[src/rtl/dsfs_pkg.sv]
package dsfs_pkg;

    // object dictionary addresses of the two objects
    localparam logic [15:0] DSFS_IDX_SUBMODE = 16'h3202;
    localparam logic [15:0] DSFS_IDX_FBSEL = 16'h3203;
    localparam logic [7:0] DSFS_SUB_ZERO = 8'h00;
    localparam logic [7:0] DSFS_SUB_COUNT = 8'h00;
    localparam logic [7:0] DSFS_SUB_FIRST = 8'h01;

    // feedback count and reset values
    localparam int DSFS_NUM_FB = 4;
    localparam logic [31:0] DSFS_SUBMODE_RST = 32'h0000_0000;
    localparam logic [7:0] DSFS_MASK_RST = 8'h00;

    // submode word bit positions
    localparam int DSFS_SM_LOOP = 0;
    localparam int DSFS_SM_RAMP = 1;
    localparam int DSFS_SM_BRAKE = 2;
    localparam int DSFS_SM_CURRENT_REDUCE = 3;
    localparam int DSFS_SM_ALIGN = 4;
    localparam int DSFS_SM_TORQUE = 5;
    localparam int DSFS_SM_BLDC = 6;
    localparam int DSFS_SM_SLOW = 7;

    // feedback mask bit positions
    localparam int DSFS_FB_POS = 0;
    localparam int DSFS_FB_VEL = 1;
    localparam int DSFS_FB_COMM = 2;

    // sensor numbers are 1-based, sensor 1 is the sensorless feedback
    localparam int DSFS_SEL_W = 8;
    localparam logic [7:0] DSFS_SENSORLESS = 8'h01;
    localparam int DSFS_SCAN_FIRST = 2;

    typedef struct packed {
        logic wr;
        logic rd;
        logic [15:0] index;
        logic [7:0] subidx;
        logic [31:0] wdata;
    } dsfs_od_req_type;

    typedef struct packed {
        logic ack;
        logic err;
        logic [31:0] rdata;
    } dsfs_od_rsp_type;

    typedef struct packed {
        logic loop_closed;
        logic ramp_speed_sim;
        logic brake_auto;
        logic current_reduce;
        logic torque_only;
        logic velocity_superimpose;
        logic bldc;
        logic slow_speed;
    } dsfs_mode_type;

    typedef struct packed {
        logic [7:0] pos;
        logic [7:0] vel;
        logic [7:0] comm;
    } dsfs_fb_src_type;

    typedef enum logic [1:0] {
        DSFS_ST_OPEN = 2'b00,
        DSFS_ST_ALIGN = 2'b01,
        DSFS_ST_WAIT_INDEX = 2'b10,
        DSFS_ST_CLOSED = 2'b11
    } dsfs_comm_state_type;

endpackage : dsfs_pkg

[src/rtl/dsfs_prio_scan.sv]
`timescale 1ns/10ps

module dsfs_prio_scan
    import dsfs_pkg::*;
#(
    parameter int NUM_FB = DSFS_NUM_FB
) (
    // one hit bit per sensor, bit 0 is sensor 1
    input wire logic [NUM_FB-1:0] hit_i,
    // chosen sensor number
    output logic [DSFS_SEL_W-1:0] sel_o
);

    logic found;

    always_comb begin
        sel_o = DSFS_SENSORLESS;
        found = 1'b0;
        for (int i = DSFS_SCAN_FIRST - 1; i < NUM_FB; i++) begin
            if (!found && hit_i[i]) begin
                sel_o = DSFS_SEL_W'(i + 1);
                found = 1'b1;
            end
        end
    end

endmodule : dsfs_prio_scan

[src/rtl/dsfs_top.sv]
`timescale 1ns/10ps

module dsfs_top
    import dsfs_pkg::*;
#(
    parameter int NUM_FB = DSFS_NUM_FB
) (
    // clock and reset
    input wire logic clk_sys_i,
    input wire logic rst_n_i,

    // object dictionary access
    input wire dsfs_od_req_type od_req_i,
    output dsfs_od_rsp_type od_rsp_o,

    // drive state and neighbouring logic
    input wire logic op_enabled_i,
    input wire logic torque_mode_i,
    input wire logic comm_has_index_i,
    input wire logic index_seen_i,
    input wire logic align_done_i,

    // resulting modes
    output dsfs_mode_type mode_o,
    output logic align_req_o,

    // chosen feedback sources
    output dsfs_fb_src_type fb_src_o
);

    // register state
    logic [31:0] submode_q;
    logic [31:0] submode_d;
    logic [NUM_FB-1:0][7:0] mask_shadow_q;
    logic [NUM_FB-1:0][7:0] mask_shadow_d;
    logic [NUM_FB-1:0][7:0] mask_active_q;
    logic [NUM_FB-1:0][7:0] mask_active_d;
    dsfs_od_rsp_type rsp_q;
    dsfs_od_rsp_type rsp_d;

    // decode helpers
    logic hit_submode;
    logic hit_count;
    logic hit_mask;
    logic [7:0] slot;

    // drive state tracking
    logic op_en_q;
    logic loop_eff_q;
    logic loop_eff_d;
    dsfs_comm_state_type state_q;
    dsfs_comm_state_type state_d;

    // outputs
    dsfs_mode_type mode_q;
    dsfs_mode_type mode_d;
    logic align_q;
    logic align_d;
    dsfs_fb_src_type src_q;
    dsfs_fb_src_type src_d;

    // scanner wiring
    logic [NUM_FB-1:0] pos_hit;
    logic [NUM_FB-1:0] vel_hit;
    logic [NUM_FB-1:0] comm_hit;
    logic [DSFS_SEL_W-1:0] pos_sel;
    logic [DSFS_SEL_W-1:0] vel_sel;
    logic [DSFS_SEL_W-1:0] comm_sel;
    logic closed_run;

    assign closed_run = (state_q == DSFS_ST_CLOSED);

    // address decode
    always_comb begin
        hit_submode = (od_req_i.index == DSFS_IDX_SUBMODE) &&
                      (od_req_i.subidx == DSFS_SUB_ZERO);
        hit_count = (od_req_i.index == DSFS_IDX_FBSEL) &&
                    (od_req_i.subidx == DSFS_SUB_COUNT);
        hit_mask = (od_req_i.index == DSFS_IDX_FBSEL) &&
                   (od_req_i.subidx >= DSFS_SUB_FIRST) &&
                   (od_req_i.subidx <= 8'(NUM_FB));
        slot = od_req_i.subidx - DSFS_SUB_FIRST;
    end

    // register file; a write has priority over a read in the same cycle
    always_comb begin
        submode_d = submode_q;
        mask_shadow_d = mask_shadow_q;
        rsp_d.ack = 1'b0;
        rsp_d.err = 1'b0;
        rsp_d.rdata = rsp_q.rdata;
        if (od_req_i.wr) begin
            rsp_d.ack = 1'b1;
            if (hit_submode) begin
                submode_d = od_req_i.wdata;
            end else if (hit_mask) begin
                // held in the shadow, taken over on entry to enabled
                mask_shadow_d[slot[1:0]] = od_req_i.wdata[7:0];
            end else begin
                // count entry is read only, others unmapped
                rsp_d.err = 1'b1;
            end
        end else if (od_req_i.rd) begin
            rsp_d.ack = 1'b1;
            rsp_d.rdata = '0;
            if (hit_submode) begin
                rsp_d.rdata = submode_q;
            end else if (hit_count) begin
                rsp_d.rdata = 32'(NUM_FB);
            end else if (hit_mask) begin
                rsp_d.rdata = {24'h00_0000, mask_shadow_q[slot[1:0]]};
            end else begin
                rsp_d.err = 1'b1;
            end
        end
    end

    always_ff @(posedge clk_sys_i) begin
        if (!rst_n_i) begin
            submode_q <= DSFS_SUBMODE_RST;
            mask_shadow_q <= {NUM_FB{DSFS_MASK_RST}};
            rsp_q <= '0;
        end else begin
            submode_q <= submode_d;
            mask_shadow_q <= mask_shadow_d;
            rsp_q <= rsp_d;
        end
    end

    // active masks and effective loop selection
    always_comb begin
        mask_active_d = mask_active_q;
        // only the rising edge of enabled loads new masks
        if (op_enabled_i && !op_en_q) begin
            mask_active_d = mask_shadow_q;
        end
        // loop bit is sampled only while not enabled
        loop_eff_d = loop_eff_q;
        if (!op_enabled_i) begin
            loop_eff_d = submode_q[DSFS_SM_LOOP];
        end
    end

    always_ff @(posedge clk_sys_i) begin
        if (!rst_n_i) begin
            mask_active_q <= {NUM_FB{DSFS_MASK_RST}};
            op_en_q <= 1'b0;
            loop_eff_q <= 1'b0;
        end else begin
            mask_active_q <= mask_active_d;
            op_en_q <= op_enabled_i;
            loop_eff_q <= loop_eff_d;
        end
    end

    // commutation start-up sequence
    always_comb begin
        state_d = state_q;
        case (state_q)
            DSFS_ST_OPEN: begin
                if (op_enabled_i && loop_eff_q) begin
                    // no index on the encoder forces alignment
                    if (submode_q[DSFS_SM_ALIGN] || !comm_has_index_i) begin
                        state_d = DSFS_ST_ALIGN;
                    end else begin
                        state_d = DSFS_ST_WAIT_INDEX;
                    end
                end
            end
            DSFS_ST_ALIGN: begin
                if (!loop_eff_q) begin
                    state_d = DSFS_ST_OPEN;
                end else if (align_done_i) begin
                    state_d = DSFS_ST_CLOSED;
                end
            end
            DSFS_ST_WAIT_INDEX: begin
                if (!loop_eff_q) begin
                    state_d = DSFS_ST_OPEN;
                end else if (index_seen_i) begin
                    state_d = DSFS_ST_CLOSED;
                end
            end
            DSFS_ST_CLOSED: begin
                // alignment is kept until open loop is chosen again
                if (!loop_eff_q) begin
                    state_d = DSFS_ST_OPEN;
                end
            end
            default: begin
                state_d = DSFS_ST_OPEN;
            end
        endcase
    end

    always_ff @(posedge clk_sys_i) begin
        if (!rst_n_i) begin
            state_q <= DSFS_ST_OPEN;
        end else begin
            state_q <= state_d;
        end
    end

    // mode outputs
    always_comb begin
        mode_d.loop_closed = closed_run;
        mode_d.ramp_speed_sim = submode_q[DSFS_SM_RAMP];
        mode_d.brake_auto = submode_q[DSFS_SM_BRAKE];
        // alignment and index wait also run open loop
        mode_d.current_reduce = submode_q[DSFS_SM_CURRENT_REDUCE] && !closed_run;
        mode_d.torque_only = torque_mode_i && submode_q[DSFS_SM_TORQUE];
        mode_d.velocity_superimpose = torque_mode_i &&
                                      !submode_q[DSFS_SM_TORQUE];
        mode_d.bldc = submode_q[DSFS_SM_BLDC];
        // slow speed is held off until closed loop really runs
        mode_d.slow_speed = submode_q[DSFS_SM_SLOW] && closed_run;
        align_d = (state_d == DSFS_ST_ALIGN);
    end

    always_ff @(posedge clk_sys_i) begin
        if (!rst_n_i) begin
            mode_q <= '0;
            align_q <= 1'b0;
        end else begin
            mode_q <= mode_d;
            align_q <= align_d;
        end
    end

    // per-sensor mask bits; entry 1 is the sensorless feedback
    always_comb begin
        for (int i = 0; i < NUM_FB; i++) begin
            pos_hit[i] = mask_active_q[i][DSFS_FB_POS];
            vel_hit[i] = mask_active_q[i][DSFS_FB_VEL];
            comm_hit[i] = mask_active_q[i][DSFS_FB_COMM];
        end
    end

    dsfs_prio_scan #(
        .NUM_FB(NUM_FB)
    ) u_scan_pos (
        .hit_i(pos_hit),
        .sel_o(pos_sel)
    );

    dsfs_prio_scan #(
        .NUM_FB(NUM_FB)
    ) u_scan_vel (
        .hit_i(vel_hit),
        .sel_o(vel_sel)
    );

    dsfs_prio_scan #(
        .NUM_FB(NUM_FB)
    ) u_scan_comm (
        .hit_i(comm_hit),
        .sel_o(comm_sel)
    );

    always_comb begin
        src_d.pos = pos_sel;
        src_d.vel = vel_sel;
        // open loop commutates sensorless, mask bit has no meaning
        src_d.comm = loop_eff_q ? comm_sel : DSFS_SENSORLESS;
    end

    always_ff @(posedge clk_sys_i) begin
        if (!rst_n_i) begin
            src_q <= {DSFS_SENSORLESS, DSFS_SENSORLESS, DSFS_SENSORLESS};
        end else begin
            src_q <= src_d;
        end
    end

    assign od_rsp_o = rsp_q;
    assign mode_o = mode_q;
    assign align_req_o = align_q;
    assign fb_src_o = src_q;

endmodule : dsfs_top

[config.mk]
export PLATFORM = sky130hd
export DESIGN_NAME = dsfs_top
export DESIGN_NICKNAME = d
export VERILOG_FILES = /design/src/rtl/dsfs_pkg.sv /design/src/rtl/dsfs_prio_scan.sv /design/src/rtl/dsfs_top.sv
export SDC_FILE = /design/constraint.sdc
export NUM_CORES = 1
export LEC_CHECK = 0
export BUFFER_PORTS_ARGS = -buffer_cell sky130_fd_sc_hd__clkbuf_2
export CAP_MARGIN = 20
export CORE_ASPECT_RATIO = 1.75
export CORE_UTILIZATION = 35
export DETAILED_ROUTE_END_ITERATION = 8
export GPL_TIMING_DRIVEN = 0
export PLACE_DENSITY = 0.61
export SYNTH_ARGS = -nofsm -noshare
export SYNTH_HDL_FRONTEND = slang
export SYNTH_HIERARCHICAL = 1
export SYNTH_SLANG_ARGS = --single-unit
export TNS_END_PERCENT = 20
[constraint.sdc]
create_clock -name clk_sys_i -period 2.2 [get_ports clk_sys_i]
set_input_delay 0.11 -clock clk_sys_i [delete_from_list [all_inputs] [get_ports clk_sys_i]]
set_output_delay 0.11 -clock clk_sys_i [all_outputs]
set_load 0.01 [all_outputs]
## Word-level counts from Yosys, hierarchy flattened

Cells that the tools add are included.
W data, S select, Z words.

| storage, ports and cells | value |
|---|---|
| output and inout bits | 67 |
| flip-flop bits (word level) | 144 |
| input bits | 65 |

| operators by class | value |
|---|---|
| $lt $le $gt $ge | 4 |
| bitwise operators | 4 |
| $add $sub $neg | 1 |
| multiplexer cells | 37 |
| eq/ne operators | 6 |
| reductions and logical operators | 40 |

Operator list:

| kind | count |
|---|---|
| $mux W34 | 1 |
| $bwmux W32 | 1 |
| $eq A16 B14 Y1 const B | 2 |
| $mux W32 | 1 |
| $mux W8 | 4 |
| $mux W2 | 14 |
| $logic_and A1 B1 Y1 | 17 |
| $bmux W8 S2 | 1 |
| $demux W8 S2 | 1 |
| $logic_not A1 Y1 | 10 |
| $mux W1 | 10 |
| $mux W3 | 3 |
| $reduce_or A3 Y1 | 3 |
| $ge A8 B1 Y1 const B | 1 |
| $le A8 B3 Y1 const B | 1 |
| $logic_not A8 Y1 | 1 |
| $pmux W2 S4 | 1 |
| $reduce_and A2 Y1 | 3 |
| $eq A2 B1 Y1 const B | 2 |
| $eq A2 B2 Y1 const B | 2 |
| $not A1 Y1 | 4 |
| $reduce_or A2 Y1 | 2 |
| $reduce_or A4 Y1 | 1 |
| $lt A2 B3 Y1 const B | 1 |
| 5 further kinds | 5 |

## Logic depth before layout (Yosys ltp)

| logic depth | value |
|---|---|
| word-level depth | 8 |
| gate-level depth with buffers | 9 |
| gate-level depth less buffers | 6 |

## Hierarchy

The synthesis kept the hierarchy.

By module, submodules not included:

| module | instances | cells each | area an instance (um^2) |
|---|---|---|---|
| dsfs_top | 1 | 627 | 5766.8 |
| dsfs_prio_scan | 3 | 10 | 63.8 |

## Least setup slack after synthesis

Ideal clock, no wire load.

| timing path | value |
|---|---|
| path kind | input-to-reg |
| from | in od_req_i[32] (netlist name) |
| to | reg rsp_q, in the netlist od_rsp_o[2] |
| stages | 8 |
| path buffers | 2 |
| setup slack | 141 ps |
| library setup time | 128 ps |
| data arrival time | 1930 ps |
| required time | 2072 ps |
| cells stage by stage | buf_1 -> inv_1 -> ha_1 -> clkbuf_1 -> mux2i_1 -> mux2i_1 -> a221oi_1 -> a211oi_1 |

| on the way | value |
|---|---|
| longest elaborated chain between the ends | 6 |
| elaborated cells on any way between the ends | 13 |

Ends and longest elaborated chain:

| element | line | text |
|---|---|---|
| from (decl) | dsfs_top.sv:13 | `input wire dsfs_od_req_type od_req_i,` |
| $ge A8 B1 Y1 / $sub A2 B1 Y2 (equally long branches) | dsfs_top.sv:80, dsfs_top.sv:82 |  |
| $logic_and A1 B1 Y1 / $bmux W8 S2 (equally long branches) | dsfs_top.sv:79, dsfs_top.sv:111 |  |
| $logic_and A1 B1 Y1 / $mux W8 (equally long branches) | dsfs_top.sv:80, dsfs_top.sv:111 |  |
| $mux W8 | dsfs_top.sv:110 | `end else if (hit_mask) begin` |
| $mux W8 | dsfs_top.sv:108 | `end else if (hit_count) begin` |
| $mux W32 (*) | dsfs_top.sv:106 | `if (hit_submode) begin` |
| to (signal assigned) | dsfs_top.sv:126 | `rsp_q <= rsp_d;` |
| to (decl) | dsfs_top.sv:38 | `dsfs_od_rsp_type rsp_q;` |

Every way passes the cells marked *; elsewhere a longest branch is shown, timed or not. The select of a mux whose other input is x is not followed.
A chain may end at the register's enable or synchronous reset.

## Worst setup path in the final report

| timing path | value |
|---|---|
| from | in od_req_i[32] (netlist name) |
| to | reg submode_q[24] |

| on the way | value |
|---|---|
| longest elaborated chain between the ends | 3 |

Ends and longest elaborated chain:

| element | line | text |
|---|---|---|
| $logic_not A8 Y1 | dsfs_top.sv:76 | `(od_req_i.subidx == DSFS_SUB_ZERO);` |
| $logic_and A1 B1 Y1 | dsfs_top.sv:75 | `hit_submode = (od_req_i.index == DSFS_IDX_SUBMODE) &&` |
| $reduce_and A2 Y1 (no source line) | n/a |  |
| to (signal assigned) | dsfs_top.sv:124 | `submode_q <= submode_d;` |
| to (decl) | dsfs_top.sv:32 | `logic [31:0] submode_q;` |

No other way between the ends.

==> results.py <==
metrics = {
    "clock_tree": {
        "clk_latency_ns": 0.42,
        "clockBufferDepth": 2,
        "cts_tree": "yes",
        "cts_sinks": 144,
        "cts_buffers": 17,
        "clk_pin_slew_ns": 0.06,
        "cts_root_buffer": "clkbuf_16",
        "h-tree-depth": 4,
    },
    "setup_path": {
        "cp-start-kind": "input pin",
        "cp_max_fo": 10,
        "max_stage_delay_ns": 0.43,
        "critPathSlowestCell": "or3b_1",
        "worst_r2r_endpoint": "state_q[1]$_SDFF_PN0_",
        "path_class": "in -> reg",
        "cp.arrival_ns": 2.35,
        "path_delay_family": "buffers and inverters",
        "cp-end-kind": "flip-flop",
        "path_buf_inv": 5,
        "worstPathCellList": "clkbuf_2 -> buf_2 -> inv_1 -> ha_2 -> or3b_1 -> nor3_4 -> nand3_1 -> buf_4 -> buf_6 -> mux2i_1",
        "r2r_slack_ns": 0.86,
        "cp_data_required_time_ns": 2.53,
        "r2r_cells": 4,
        "rr_startpoint": "submode_q[4]$_SDFFE_PN0P_",
    },
    "sta": {
        "rsz0062_at_grt": "no",
        "worst_pin_slew_ns": 0.7629,
        "fin_skew_ns": 0.006601,
        "min_period_over_period_pct": 91.50,
        "fmax_mhz": 496.8,
        "finalSetupViolations": 0,
        "finalHoldViolCount": 0,
        "drv_slew": 0,
        "period_minus_slack_ns": 2.013,
        "tns_ns": 0,
        "relSlewSlack_pct": 48.72,
    },
    "global_routing": {
        "grt_usage_pct": 19.42,
        "grt_max_degree": 17,
        "overflow": 0,
        "grt_pass1_wl_mm": 25.65,
        "first_global_vias": 5065,
        "antenna_found_initial": 1,
    },
    "die": {
        "core_region_area_mm2": 0.01637,
        "die_h_um": 173.2,
        "design.die.area_mm2": 0.01729,
        "start_util_pct": 35.80,
        "fp.dieW_um": 99.82,
        "io_pins": 132,
        "std_cell_rows": 62,
    },
    "place": {
        "dp_hpwl_mm": 12.34,
        "io_buffer_count": 129,
        "gp_congestion": 0.8502,
    },
    "synth": {
        "synth_area_mm2": 0.005861,
        "netlist_instances": 645,
        "syn_avg_cell_area_um2": 9.086,
        "yosys_warnings": 6,
    },
    "finish": {
        "area_delta_synth_final_pct": 34.05,
        "fillers": 1599,
        "nets": 909,
        "layout-drive-gt1-share_pct": 24.03,
    },
    "route": {
        "drtAntennaViolNets": 0,
        "drc": 0,
        "drt-total-wl_mm": 16.43,
        "drt_iter0_drc": 215,
        "vias_per_cell": 4.818,
        "first_pass_iters": 5,
        "dr_total_vias": 5194,
        "wl_per_cell_um": 15.24,
    },
    "status": {
        "status": "complete, no violations",
    },
    "worst_hold_path": {
        "min_to": "state_q[0]$_SDFF_PN0_",
        "min_path_type": "in -> reg",
        "hold_start": "comm_has_index_i",
        "hold_depth": 4,
    },
    "power": {
        "power_density_mw_per_mm2": 795.8,
        "ir_drop_v": 0.0004157,
        "leakage_nw": 3.547,
        "total_power_w": 0.006252,
    },
    "flow_run": {
        "maxCapViolations": 0,
    },
}
state kept, by name, summed over array words and instances (netlist names):
register and count:
align_req_o 1, comm_hit 3, state_q 2, op_en_q 1, mode_o 8, fb_src_o 24, mask_active_q 6, loop_eff_q 1
mask_shadow_q 32, submode_q 32, od_rsp_o 34
layout make-up:
cell class	count	area (um2)	share of cell area, %
Antenna cell	1	2.502	0.03185
Buffer	63	316.6	4.029
Clock buffer	18	439.2	5.590
Clock inverter	14	227.7	2.899
Inverter	9	33.78	0.4300
Multi-Input combinational cell	440	2673	34.02
Sequential cell	144	2883	36.69
Tap cell	224	280.3	3.567
Timing Repair Buffer	165	1001	12.74
what timing repair did:
item / 4_1_cts / 5_1_grt
setup endpoints to repair: 19 / 16
pin swaps: 0 / 1
setup buffers: 0 / 2
hold endpoints to repair: 42 / 0
resized for setup: 1 / 1
hold buffers: 34 / 0
worst reg2reg max path, cell delays in order, from the launching register on:
cell and delay [ns]:
dfxtp_1 0.32, nand2b_1 0.15, or3b_2 0.43, a21boi_0 0.23, and2_1 0.15
metal layers:
metal	routed length, um	share of wire, %	GRT usage, %	vias up
li1	-	-	-	2611
met1	6377	39	20.56	2351
met3	626	3.8	3.072	49
met4	716	4.4	11.64	0
met5	0	0	0	-
met2	8705	53	35.29	183
power breakdown:
part / switching, W / internal (W)
logic: 0.000218 / 0.000169
clock network: 0.00116 / 0.00206
registers: 0.00000747 / 0.00263
through the flow:
stage | hold slack [ns] | area [um2] | worst slack (ns) | std cells | util, %
2_1_floorplan | 0.2238 | 5906 | 0.1413 | 657 | -
3_3_place_gp | 0.3299 | 6832 | -0.7015 | 1010 | 41.74
3_5_place_dp | 0.3279 | 6832 | -0.7075 | 1010 | 41.74
4_1_cts | 0.01369 | 7840 | 0.07894 | 1076 | 47.90
5_1_grt | 0.03047 | 7856 | 0.01310 | 1078 | 48.00
6_report | 0.02096 | 7856 | 0.1871 | 1078 | 48.00
worst max-delay path by stage:
stage	from	end	slack [ns]	cells past startpoint
3_5_place_dp	od_req_i[32]	od_rsp_o[2]$_SDFFE_PN0P_	-0.71	9
2_1_floorplan	od_req_i[32]	od_rsp_o[2]$_SDFFE_PN0P_	0.14	8
5_1_grt	od_req_i[32]	submode_q[24]$_SDFFE_PN0P_	0.01	10
4_1_cts	od_req_i[32]	od_rsp_o[2]$_SDFFE_PN0P_	0.08	9
6_report	od_req_i[32]	submode_q[24]$_SDFFE_PN0P_	0.19	10
3_3_place_gp	od_req_i[32]	od_rsp_o[2]$_SDFFE_PN0P_	-0.70	9
layout by cell type (no fill, tap or decap), drive strengths merged, types with 7 or more instances in the layout:
cell	count
conb	15
and3	9
a31oi	7
nor2	8
nand3	12
nand2	131
clkbuf	177
o31ai	8
mux2i	52
dfxtp	144
a21oi	61
nand2b	8
o21ai	14
and2	17
nand4	45
mux4	7
dlygate4sd3	34
buf	35
inv	13
Power figures use the tool's default switching activity.
